**src/logic/isu_pkg.sv**
```systemverilog
// package for the upper interrupt status block
package isu_pkg;

  localparam logic [7:0] ISU_STATUS_OFFSET = 8'h10;
  localparam logic [7:0] ISU_MASK_OFFSET = 8'h14;
  localparam logic [7:0] ISU_LOW_OFFSET = 8'h18;
  localparam logic [31:0] ISU_STATUS_RESET = 32'h0300_8000;
  localparam logic [31:0] ISU_MASK_RESET = 32'h0000_0000;
  localparam logic [31:0] ISU_STATUS_VALID = 32'h03F1_FF00;
  localparam logic [31:0] ISU_LOW_VALID = 32'h0000_00FF;
  localparam int ISU_BIT_SUMMARY = 15;
  localparam int ISU_HI_LSB = 16;
  localparam int ISU_HI_MSB = 25;
  localparam int ISU_EV_LSB = 8;
  localparam logic [31:0] ISU_MASK_VALID = 32'h03F1_FFFF;

  // status bit positions
  localparam int ISU_BIT_TX_RESET = 25;
  localparam int ISU_BIT_RX_RESET = 24;
  localparam int ISU_BIT_PARITY = 23;
  localparam int ISU_BIT_SYS_FAULT = 22;
  localparam int ISU_BIT_MASTER_ABORT = 21;
  localparam int ISU_BIT_TARGET_ABORT = 20;
  localparam int ISU_BIT_RS_OVERFLOW = 16;
  localparam int ISU_BIT_PHY = 14;
  localparam int ISU_BIT_WAKE = 13;
  localparam int ISU_BIT_SW_REQUEST = 12;
  localparam int ISU_BIT_STATS = 11;
  localparam int ISU_BIT_UNDERFLOW = 10;
  localparam int ISU_BIT_QUIET = 9;
  localparam int ISU_BIT_TX_FAIL = 8;

  // one request per source, bit i of src drives status bit i+8 except the summary and unused slots
  typedef struct packed {
    logic transmit_reset_done;
    logic receive_reset_done;
    logic parity_fault_seen;
    logic system_fault_signalled;
    logic master_abort_seen;
    logic target_abort_seen;
    logic [2:0] unused;
    logic receive_status_fifo_overflow;
    logic summary_slot;
    logic phy_event;
    logic wake_event;
    logic software_request;
    logic statistics_threshold_event;
    logic transmit_fifo_underflow;
    logic transmit_went_quiet;
    logic transmit_failure;
  } isu_events_t;

  typedef struct packed {
    logic [7:0] addr;
    logic [31:0] wdata;
    logic wr;
    logic rd;
  } isu_bus_t;

endpackage

```
**src/logic/isu_status.sv**
```systemverilog
// upper-half interrupt status register with mask and interrupt output
//
// Implementation choice: the strobed register port.
`timescale 1ns/10ps
// What this block does
// - interrupt only when set bit also enabled
// - status records events regardless of mask
// - read returns pending bits, then clears all but events arriving in the read cycle
// - writes to status change nothing
// - 32-bit status, resets to 03008000h
// - bit 25 transmit reset finished
// - bit 24 receive reset finished
// - bit 23 follows parity fault flag set
// - bit 22 device signalled system error
// - bit 21 master abort received
// - bit 20 target abort received
// - bit 16 receive status fifo overflow
// - bit 15 is OR of 25..16
// - bit 14 transceiver interrupt
// - bit 13 wake condition detected
// - bit 12 software request bit set
// - bit 11 statistics threshold reached
// - bit 10 transmit fifo underrun
// - bit 9 transmit machine went idle
// - bit 8 failed transmit written back
// - mask cleared by reset
module isu_status
  import isu_pkg::*;
(
  input wire logic clk, // 40 MHz clock
  input wire logic srst, // sync reset, hard or soft
  input wire logic ce, // clock enable
  input wire isu_bus_t bus, // register port request
  input wire isu_events_t events, // event pulses or levels
  input wire logic [7:0] low_events, // lower status events from neighbours
  output logic [31:0] rdata, // read data, cycle after read
  output logic irq // interrupt request, active high
);

  // ==========================================
  // status and mask next state
  logic [31:0] status_q, status_d;
  logic [31:0] mask_q, mask_d;
  logic [31:0] rdata_q, rdata_d;
  logic irq_q, irq_d;
  logic [31:0] set_vec;
  logic rd_status;
  logic rd_mask;
  logic wr_mask;

  // one compare shared by every decode branch
  function automatic logic hit(input logic [7:0] a, input logic [7:0] off);
    hit = (a == off);
  endfunction

  // ==========================================
  // address decode
  // the status offset decodes no write strobe at all
  always_comb begin
    rd_status = 1'b0;
    rd_mask = 1'b0;
    wr_mask = 1'b0;
    if (hit(bus.addr, ISU_STATUS_OFFSET)) begin
      rd_status = bus.rd;
    end else if (hit(bus.addr, ISU_MASK_OFFSET)) begin
      rd_mask = bus.rd;
      wr_mask = bus.wr;
    end
  end

  // ==========================================
  // per-bit event steering
  // summary and unused slots of the event word never reach the status
  genvar gi;
  generate
    for (gi = 0; gi < 32; gi = gi + 1) begin : g_ev
      if (gi < ISU_EV_LSB) begin : g_low
        assign set_vec[gi] = low_events[gi] & ISU_LOW_VALID[gi];
      end else if (gi == ISU_BIT_SUMMARY) begin : g_sum
        assign set_vec[gi] = 1'b0;
      end else if (gi <= ISU_HI_MSB) begin : g_hi
        assign set_vec[gi] = events[gi - ISU_EV_LSB] & ISU_STATUS_VALID[gi];
      end else begin : g_rsvd
        assign set_vec[gi] = 1'b0;
      end
    end
  endgenerate

  // ==========================================
  // status group
  // the set is applied after the clear so an event in the read cycle survives
  always_comb begin
    status_d = status_q;
    if (rd_status) begin
      status_d = 32'h0000_0000;
    end
    status_d = status_d | set_vec;
    status_d[ISU_BIT_SUMMARY] = |status_d[ISU_HI_MSB:ISU_HI_LSB];
  end

  always_ff @(posedge clk) begin
    if (srst) begin
      status_q <= ISU_STATUS_RESET;
    end else if (ce) begin
      status_q <= status_d;
    end
  end

  // ==========================================
  // mask group
  always_comb begin
    mask_d = mask_q;
    if (wr_mask) begin
      mask_d = bus.wdata & ISU_MASK_VALID;
    end
  end

  always_ff @(posedge clk) begin
    if (srst) begin
      mask_q <= ISU_MASK_RESET;
    end else if (ce) begin
      mask_q <= mask_d;
    end
  end

  // ==========================================
  // read data group
  // zero outside the cycle after a read, so a stale word never lingers
  always_comb begin
    rdata_d = 32'h0000_0000;
    if (rd_status) begin
      rdata_d = status_q;
    end else if (rd_mask) begin
      rdata_d = mask_q;
    end
  end

  always_ff @(posedge clk) begin
    if (srst) begin
      rdata_q <= 32'h0000_0000;
    end else if (ce) begin
      rdata_q <= rdata_d;
    end
  end

  // ==========================================
  // interrupt group
  // built from next values so irq lines up with the stored status
  always_comb begin
    irq_d = |(status_d & mask_d);
  end

  always_ff @(posedge clk) begin
    if (srst) begin
      irq_q <= 1'b0;
    end else if (ce) begin
      irq_q <= irq_d;
    end
  end

  assign rdata = rdata_q;
  assign irq = irq_q;

  // ==========================================
  // checks
  a_summary_or: assert property (@(posedge clk) disable iff (srst)
    status_q[ISU_BIT_SUMMARY] == |status_q[ISU_HI_MSB:ISU_HI_LSB])
    else $error("summary bit not OR of high bits");
  a_reserved_zero: assert property (@(posedge clk) disable iff (srst)
    (status_q & ~(ISU_STATUS_VALID | ISU_LOW_VALID)) == 32'h0000_0000)
    else $error("reserved status bit set");
  a_read_returns: assert property (@(posedge clk) disable iff (srst)
    ce && bus.rd && bus.addr == ISU_STATUS_OFFSET |=> rdata == $past(status_q))
    else $error("status read returned wrong data");
  a_read_clears: assert property (@(posedge clk) disable iff (srst)
    ce && bus.rd && bus.addr == ISU_STATUS_OFFSET && events == '0 && low_events == 8'h00
    |=> status_q == 32'h0000_0000)
    else $error("status not cleared by read");
  a_event_kept: assert property (@(posedge clk) disable iff (srst)
    ce && bus.rd && bus.addr == ISU_STATUS_OFFSET && events.wake_event
    |=> status_q[ISU_BIT_WAKE])
    else $error("event lost");
  a_write_ignored: assert property (@(posedge clk) disable iff (srst)
    ce && bus.wr && !bus.rd && bus.addr == ISU_STATUS_OFFSET && events == '0
    && low_events == 8'h00 |=> status_q == $past(status_q))
    else $error("status write changed bits");
  a_irq_gated: assert property (@(posedge clk) disable iff (srst)
    ce |=> irq == |(status_q & mask_q))
    else $error("interrupt not status and mask");
  a_mask_reset: assert property (@(posedge clk)
    srst |=> mask_q == 32'h0000_0000 && status_q == 32'h0300_8000 && !irq)
    else $error("reset values wrong");
  a_parity_sets: assert property (@(posedge clk) disable iff (srst)
    ce && events.parity_fault_seen |=> status_q[23] && status_q[ISU_BIT_SUMMARY])
    else $error("parity flag not recorded");

  // ==========================================
  // checks: one event per status bit
  a_txrst_sets: assert property (@(posedge clk) disable iff (srst)
    ce && events.transmit_reset_done
    |=> status_q[ISU_BIT_TX_RESET] && status_q[ISU_BIT_SUMMARY])
    else $error("transmit reset done not recorded");

  a_rxrst_sets: assert property (@(posedge clk) disable iff (srst)
    ce && events.receive_reset_done
    |=> status_q[ISU_BIT_RX_RESET] && status_q[ISU_BIT_SUMMARY])
    else $error("receive reset done not recorded");

  a_sysfault_sets: assert property (@(posedge clk) disable iff (srst)
    ce && events.system_fault_signalled
    |=> status_q[ISU_BIT_SYS_FAULT] && status_q[ISU_BIT_SUMMARY])
    else $error("system fault not recorded");

  a_mabort_sets: assert property (@(posedge clk) disable iff (srst)
    ce && events.master_abort_seen
    |=> status_q[ISU_BIT_MASTER_ABORT] && status_q[ISU_BIT_SUMMARY])
    else $error("master abort not recorded");

  a_tabort_sets: assert property (@(posedge clk) disable iff (srst)
    ce && events.target_abort_seen
    |=> status_q[ISU_BIT_TARGET_ABORT] && status_q[ISU_BIT_SUMMARY])
    else $error("target abort not recorded");

  a_rsfifo_sets: assert property (@(posedge clk) disable iff (srst)
    ce && events.receive_status_fifo_overflow
    |=> status_q[ISU_BIT_RS_OVERFLOW] && status_q[ISU_BIT_SUMMARY])
    else $error("status fifo overflow not recorded");

  a_phy_sets: assert property (@(posedge clk) disable iff (srst)
    ce && events.phy_event
    |=> status_q[ISU_BIT_PHY])
    else $error("transceiver event not recorded");

  a_wake_sets: assert property (@(posedge clk) disable iff (srst)
    ce && events.wake_event
    |=> status_q[ISU_BIT_WAKE])
    else $error("wake event not recorded");

  a_swreq_sets: assert property (@(posedge clk) disable iff (srst)
    ce && events.software_request
    |=> status_q[ISU_BIT_SW_REQUEST])
    else $error("software request not recorded");

  a_stats_sets: assert property (@(posedge clk) disable iff (srst)
    ce && events.statistics_threshold_event
    |=> status_q[ISU_BIT_STATS])
    else $error("statistics event not recorded");

  a_underflow_sets: assert property (@(posedge clk) disable iff (srst)
    ce && events.transmit_fifo_underflow
    |=> status_q[ISU_BIT_UNDERFLOW])
    else $error("transmit underflow not recorded");

  a_quiet_sets: assert property (@(posedge clk) disable iff (srst)
    ce && events.transmit_went_quiet
    |=> status_q[ISU_BIT_QUIET])
    else $error("transmit idle not recorded");

  a_txfail_sets: assert property (@(posedge clk) disable iff (srst)
    ce && events.transmit_failure
    |=> status_q[ISU_BIT_TX_FAIL])
    else $error("transmit failure not recorded");

  // ==========================================
  // checks: bus, freeze and interrupt
  a_ce_freeze: assert property (@(posedge clk) disable iff (srst)
    !ce && !srst
    |=> status_q == $past(status_q) && mask_q == $past(mask_q)
    && rdata == $past(rdata) && irq == $past(irq))
    else $error("state moved while clock enable low");

  a_bits_sticky: assert property (@(posedge clk) disable iff (srst)
    ce && !(bus.rd && bus.addr == ISU_STATUS_OFFSET)
    |=> (status_q & $past(status_q)) == $past(status_q))
    else $error("status bit lost without a read");

  a_no_spurious: assert property (@(posedge clk) disable iff (srst)
    ce
    |=> (status_q & ~$past(status_q) & ~$past(set_vec) & ~32'h0000_8000) == 32'h0000_0000)
    else $error("status bit set without an event");

  a_mask_write: assert property (@(posedge clk) disable iff (srst)
    ce && bus.wr && bus.addr == ISU_MASK_OFFSET
    |=> mask_q == ($past(bus.wdata) & 32'h03F1_FFFF))
    else $error("mask write did not land");

  a_mask_read: assert property (@(posedge clk) disable iff (srst)
    ce && bus.rd && bus.addr == ISU_MASK_OFFSET
    |=> rdata == $past(mask_q))
    else $error("mask read returned wrong data");

  a_rdata_idle: assert property (@(posedge clk) disable iff (srst)
    ce && !bus.rd |=> rdata == 32'h0000_0000)
    else $error("read data stood without a read");

  a_irq_needs_set: assert property (@(posedge clk) disable iff (srst)
    irq |-> |(status_q & mask_q))
    else $error("interrupt without an enabled status bit");

  a_irq_low_mask: assert property (@(posedge clk) disable iff (srst)
    ce && mask_d == 32'h0000_0000 |=> !irq)
    else $error("interrupt with every enable clear");

  a_rsvd_dropped: assert property (@(posedge clk) disable iff (srst)
    ce && events.unused != 3'b000
    |=> status_q[19:17] == 3'b000)
    else $error("unused event slot reached status");

  a_reset_rdata: assert property (@(posedge clk)
    srst |=> rdata == 32'h0000_0000)
    else $error("read data not cleared by reset");

  // ==========================================
  // checks: every enabled bit raises the interrupt
  genvar gk;
  generate
    for (gk = 0; gk < 32; gk = gk + 1) begin : g_irq_chk
      a_bit_raises: assert property (@(posedge clk) disable iff (srst)
        ce && status_d[gk] && mask_d[gk]
        |=> irq)
        else $error("enabled status bit did not raise interrupt");
    end
  endgenerate

  // ==========================================
  // checks: reset value stands until the first clearing read
  logic seen_read_q, seen_read_d;
  always_comb begin
    seen_read_d = seen_read_q;
    if (ce && rd_status) begin
      seen_read_d = 1'b1;
    end
  end

  always_ff @(posedge clk) begin
    if (srst) begin
      seen_read_q <= 1'b0;
    end else begin
      seen_read_q <= seen_read_d;
    end
  end

  a_reset_holds: assert property (@(posedge clk) disable iff (srst)
    !seen_read_q |-> status_q[ISU_BIT_TX_RESET] && status_q[ISU_BIT_RX_RESET]
    && status_q[ISU_BIT_SUMMARY])
    else $error("reset status bits lost before first read");

endmodule // isu_status

```
**config.mk**
```make
export PLATFORM = sky130hd
export DESIGN_NAME = isu_status
export DESIGN_NICKNAME = d
export VERILOG_FILES = /design/src/logic/isu_pkg.sv /design/src/logic/isu_status.sv
export SDC_FILE = /design/constraint.sdc
export NUM_CORES = 1
export LEC_CHECK = 0
export ABC_CLOCK_PERIOD_IN_PS = 3100
export BUFFER_PORTS_ARGS = -buffer_cell sky130_fd_sc_hd__buf_2
export CAP_MARGIN = 15
export CORE_AREA = 3 3 91 93
export DETAILED_ROUTE_END_ITERATION = 12
export DIE_AREA = 0 0 94 96
export PLACE_DENSITY = 0.83
export SLEW_MARGIN = 20
export SYNTH_ARGS = -nofsm -noshare
export SYNTH_HDL_FRONTEND = slang
export SYNTH_SLANG_ARGS = --single-unit
export TNS_END_PERCENT = 1
```
**constraint.sdc**
```tcl
create_clock -name clk -period 3.1 [get_ports clk]
set_input_delay 0.155 -clock clk [delete_from_list [all_inputs] [get_ports clk]]
set_output_delay 0.155 -clock clk [all_outputs]
set_load 0.005 [all_outputs]
```
==> results of run 1 <==
flip-flops by register name (all words and copies together) (netlist names):
name      count
status_q     32
rdata        32
irq           1
mask_q       32
through the flow:
stage | utilization, % | setup WS (ps)
finish | 65.84 | 843.1
global route | 65.84 | 837.8
CTS | 65.84 | 927.0
detailed placement | 63.73 | 555.7
global placement | 63.73 | 536.9
floorplan | - | 968.6
layout by cell type (no fill, tap or decap), types with 2 or more instances in the layout:
| cell | n |
|---|---|
| nor3_4 | 2 |
| nand4_1 | 3 |
| nand3_1 | 3 |
| clkbuf_8 | 9 |
| o2111a_1 | 3 |
| nor4_1 | 4 |
| nor2_1 | 58 |
| o22ai_1 | 4 |
| buf_2 | 90 |
| nand2_1 | 50 |
| mux2i_1 | 10 |
| o31a_1 | 12 |
| mux2_2 | 33 |
| a21oi_1 | 34 |
| nor4b_2 | 2 |
| dfxtp_1 | 97 |
| inv_1 | 2 |
| a221o_1 | 2 |
| and2_1 | 18 |
| a22oi_1 | 56 |
| a31o_2 | 11 |
| buf_4 | 16 |
| or4b_1 | 2 |
| o221ai_1 | 9 |
| clkinv_2 | 4 |
per-layer routing:
layer	GRT usage [%]	up-vias	wire (um)
met1	35.13	1867	5019
met4	8.905	0	182
met3	5.629	23	1133
li1	-	1873	-
met5	0	-	0
met2	43.70	214	5795
tightest hold or removal path, stage by stage:
cell     delay (ps)
buf_2           100
nand2_1          50
a21oi_1          50
layout make-up:
| cell class | count | area share [%] |
|---|---|---|
| clock buffer | 9 | 2.473 |
| clock inverter | 6 | 0.7245 |
| inverter | 3 | 0.2248 |
| multi-input combinational | 329 | 43.87 |
| sequential | 97 | 38.77 |
| tap | 102 | 2.548 |
| timing repair buffer | 106 | 11.39 |
power by group through the flow:
stage	registers (mW)	clock network, mW	logic, mW
floorplan	1.30	0	0.107
CTS	1.28	0.716	0.191
global placement	1.31	0	0.185
global route	1.28	0.767	0.208
finish	1.28	0.711	0.196
detailed placement	1.31	0	0.190
cell families (layout without fill, tap and decap cells):
| kind of cell | count (synthesis) | count (layout) | synth area share, % |
|---|---|---|---|
| AOI/OAI and AO/OA | 140 | 140 | 23.92 |
| buffers and inverters | 41 | 124 | 4.010 |
| DFF | 97 | 97 | 45.10 |
| muxes | 43 | 43 | 10.96 |
| and+or+nand+nor | 146 | 146 | 16.01 |
worst max-delay path by stage:
stage | end | slack [ps] | cells after the start
5_1_grt | irq | 840 | 7
2_1_floorplan | irq | 970 | 7
6_report | irq | 840 | 7
3_3_place_gp | irq | 540 | 7
3_5_place_dp | irq | 560 | 7
4_1_cts | irq | 930 | 7
==> metrics, run 1 <==
FF-to-FF Start=status_q[16]; layout cells sized above 1=31.27%; fin crit period=2257 ps; Netlist cell types=40; yosys warns=0; Worst-Margin Slew=906.0 ps; reg2reg setup slack=1070 ps; maximum VDD drop=0.2350 mV; setup tns final=0 ps; first-pass iteration count of the detailed router=7; clock share of power=32.5%; area share of the largest cell type after synthesis=45.10%; GPL Wtd Cong=0.8225; Root Buffer Master=clkbuf_8; fin. max-slew vios=0; dpl hpwl=8170 um; post-route clock skew=12.79 ps; CTS max path bufs=2; CP Capture Type=flop; ANT cells=0; Non-Filler Instances=652; Hold Path Stages=3; reg2reg end=irq; Flop pwr share=58.5%; CP Data Required Time=3350 ps; Synth area leader=dfxtp_1; post-route ant nets=0; initial antenna violation count=0; DRC=0; total CTS buffers=9; Cell Area, Synth=4305 um2; Chip Width=94 um; Post-synth EDFFs=0; switch share=25.59%; Final setup viols=0; hold_ws=31.31 ps; Hold Crit Class=in -> reg; worst path bufs/invs=1; hold path start=bus[24]; Die Ht=96 um; CTS resizes=0; pwr dens=436.6 nW/um2; nets=617; GRT Util Overall=26.66%; postcts setup bufs=0; critical path's slowest cell=or4b_1; syn_nets=538; Comb pwr share=9.0%; multi-input logic area=2197 um2; clk_lat worst skew=370 ps; post-synthesis async set-or-reset flop share=0%; post-synthesis sequential area ratio=45.10%; Max-cap violations=0; crit-path leading delay family=simple AND/OR/NAND/NOR gates; crit share post-route=72.80%; Final Instance Area=5009 um2; I/O pin cnt=104; Pint=1.627 mW; PortBufs=90; Critical Path Fanout Max=13; CP Launch Point=bus[35]; Remaining Overflow, GRT=0; DRT iter0 DRCs=522; CTS H-tree lvls=3; most frequent cell after synthesis=dfxtp_1; routed vias=3,977; Main synth FF type=dfxtp_1; Core Region=7607 um2; Syn Area/Cell=9.219 um2; Fin. Hold Viols=0; hold buffer count at cts=0; r2r worst-path depth=6; Initial Util=56.60%; flops & latches, synth=97; fmax=443.1 MHz; vias in the first global route=3,756; die area=9024 um2; largest net degree at the start of global routing=44; critical path class=in -> reg; area delta synth->final=16.33%; FILL cells=640; Via density=6.100; Worst slew margin=39.45%; post-DR wirelength/cell=18.61 um; std cell rows=32; clock slew at reported path FFs=100 ps; clock sinks=97; Switch Pwr=559.7 uW; total wire length=12,130 um; Critical Path Max Stage Delay=830 ps; RSZ-0062 raised after global routing=false; placed cell area=4848 um2; Synth Instances=467; placed cell count=637; outcome=complete, no violations; crit start category=input pin; Worst Hold Path EP=mask_q[22]; first-pass GRT wire length=18,750 um; Worst EP arrival=2500 ps; footprint of the flip-flops and latches=1942 um2; cell breakdown of the critical path=buf_2, or4b_1, o31a_1, o221a_1, a2111oi_0, and4_1, a211oi_2; Leakage=1.995 nW; top post-synthesis cells by area=dfxtp_1 (45%), a22oi_1 (9.8%), mux2_2 (8.6%); total chip power=2.187 mW; CTS tree=done; most instantiated cells after synthesis=dfxtp_1 (97), nor2_1 (58), a22oi_1 (56)
Power figures use the tool's default switching activity.
==> inputs of run 2 (changes only) <==
--- a/config.mk
+++ b/config.mk
@@ -5,13 +5,13 @@
 export SDC_FILE = /design/constraint.sdc
 export NUM_CORES = 1
 export LEC_CHECK = 0
-export ABC_CLOCK_PERIOD_IN_PS = 3100
+export ABC_CLOCK_PERIOD_IN_PS = 2300
 export BUFFER_PORTS_ARGS = -buffer_cell sky130_fd_sc_hd__buf_2
 export CAP_MARGIN = 15
-export CORE_AREA = 3 3 91 93
+export CORE_AREA = 3 3 95 97
 export DETAILED_ROUTE_END_ITERATION = 12
-export DIE_AREA = 0 0 94 96
-export PLACE_DENSITY = 0.83
+export DIE_AREA = 0 0 98 100
+export PLACE_DENSITY = 0.77
 export SLEW_MARGIN = 20
 export SYNTH_ARGS = -nofsm -noshare
 export SYNTH_HDL_FRONTEND = slang
==> constraint.sdc (replaced) <==
create_clock -name clk -period 2.3 [get_ports clk]
set_input_delay 0.115 -clock clk [delete_from_list [all_inputs] [get_ports clk]]
set_output_delay 0.115 -clock clk [all_outputs]
set_load 0.005 [all_outputs]
==> metrics, run 2 (synthesis gave the netlist of run 1 again) <==
CP Capture Type=flop; die area=9800 um2 (+8.6%); clock slew at reported path FFs=90 ps (about the same); DRC=0 (unchanged); Critical Path Fanout Max=10 (-3); hold path start=bus[12]; Core Region=8217 um2 (+8.0%); dpl hpwl=8400 um (+2.8%); Most Frequent Cell on Critical Path=buf_4; Util after Layout=64.75% (-1.1 points); initial antenna violation count=0 (unchanged); Final Instance Area=5320 um2 (+6.2%); Fin. Hold Viols=0 (unchanged); Max-cap violations=0 (unchanged); first-pass iteration count of the detailed router=5 (-2); outcome=complete, no violations; Worst slew margin=53.06% (+14 points); total chip power=3.290 mW (+50%); fmax=520.8 MHz; reg2reg setup slack=390 ps (-680 ps); Die Ht=100 um (+4.2%); Hold Crit Class=in -> reg; CP Data Required Time=2550 ps (-800 ps); I/O pin cnt=104 (unchanged); CTS max path bufs=2 (unchanged); Critical Path Max Stage Delay=620 ps (-210 ps); fin crit period=1920 ps; std cell rows=33 (+3.1%); Leakage=2.136 nW (+7.1%); area delta synth->final=23.57%; post-route ant nets=0 (unchanged); total wire length=12,480 um (+2.9%); Root Buffer Master=clkbuf_8; crit share post-route=83.49%; largest net degree at the start of global routing=47 (+6.8%); crit-path leading delay family=simple AND/OR/NAND/NOR gates; Worst Hold Path EP=mask_q[10]; Final setup viols=0 (unchanged); total CTS buffers=9 (unchanged); Chip Width=98 um (+4.3%); GPL Wtd Cong=0.8549 (+3.9%); postcts setup bufs=0 (unchanged); Worst-Margin Slew=704.1 ps (-201.9 ps); RSZ-0062 raised after global routing=false; FF-to-FF Start=status_q[16]; commonest cells after routing, fill and taps aside=dfxtp_1 (97), buf_2 (90), nor2_1 (58); DRT iter0 DRCs=316 (-39%); critical path's slowest cell=or4b_1; reg2reg end=irq; GRT Util Overall=25.33% (-1.3 points); post-route clock skew=11.06 ps (-1.736 ps); hold_ws=2.675 ps (-28.63 ps); critical path class=in -> reg; CP Launch Point=bus[35]; first-pass GRT wire length=19,710 um (+5.2%); setup tns final=0 ps (unchanged); crit start category=input pin; Hold Path Stages=3 (unchanged); post-DR wirelength/cell=18.32 um (-1.5%); vias in the first global route=3,824 (+1.8%); FILL cells=689 (+7.7%); CTS H-tree lvls=3 (unchanged); clock sinks=97 (unchanged); worst path bufs/invs=3 (+2); maximum VDD drop=0.3515 mV (+50%); Initial Util=52.40% (-4.2 points); fin. max-slew vios=0 (unchanged); CTS tree=done; placed cell area=4932 um2 (+1.7%); clk_lat worst skew=380 ps (about the same); Worst EP arrival=2170 ps (-330 ps); layout cells sized above 1=31.42% (+0.15 points); most common cell after layout, fill and taps aside=dfxtp_1; nets=642 (+4.1%); ANT cells=0 (unchanged); pwr dens=618.4 nW/um2 (+42%); PortBufs=90 (unchanged); routed vias=4,131 (+3.9%); Via density=6.066 (-0.55%); Remaining Overflow, GRT=0 (unchanged); r2r worst-path depth=6 (unchanged); cell breakdown of the critical path=buf_2, or4b_1, nor3_4, buf_4, mux2i_1, o22ai_1, nor4_1, buf_4, a211oi_2
run 2: cell types whose count changed in the layout (fill, tap and decap cells not counted), sizes merged:
| cell | previous run | this run |
|---|---|---|
| buf | 106 | 115 |
| bufinv | 0 | 2 |
| clkbuf | 9 | 11 |
| clkinv | 6 | 3 |
| clkinvlp | 1 | 0 |
| dlygate4sd3 | 0 | 16 |
| inv | 2 | 3 |
run 2: report_power, final:
part           internal (mW)  switching [mW]  total [mW]
logic                  0.132           0.159       0.291
registers               1.70          0.0226        1.73
clock network          0.651           0.622        1.27
run 2: per-layer routing:
metal	track usage [%]	routed length (um)
met1	35.55	5458
met2	39.11	5780
met3	4.448	993
met4	9.691	246
met5	0	0
run 2: how the worst max path moves through the flow:
stage	to	slack (ps)	cells after the start
global placement	irq	80	7
CTS	irq	400	9
detailed placement	irq	60	9
floorplan	irq	210	7
global route	mask_q[30]	190	9
finish	irq	380	9
run 2: repair_timing:
| action | CTS | global route |
|---|---|---|
| endpoints found under the setup margin | 0 | 0 |
| endpoints found under the hold margin | 16 | 0 |
| gates resized for setup | 0 | 0 |
| hold buffers | 16 | 0 |
run 2: through the flow:
stage               std cells  setup WS [ps]
floorplan                 467          208.6
global placement          649          84.80
detailed placement        649          56.51
CTS                       681          395.3
global route              681          192.1
finish                    681          379.7
run 2: layout make-up:
type / count / area (um2) / area share (%)
Timing Repair Buffer: 131 / 810.8 / 15.24
Clock buffer: 11 / 141.4 / 2.658
Clock inverter: 5 / 86.33 / 1.623
Multi-Input combinational cell: 329 / 2197 / 41.30
Inverter: 3 / 11.26 / 0.2117
Tap cell: 105 / 131.4 / 2.469
Sequential cell: 97 / 1942 / 36.50
run 2: worst min-delay path, delay by kind of cell:
family	cells	cell delay, ps
simple gates	1	50
buf+inv	1	110
compound gates	1	50
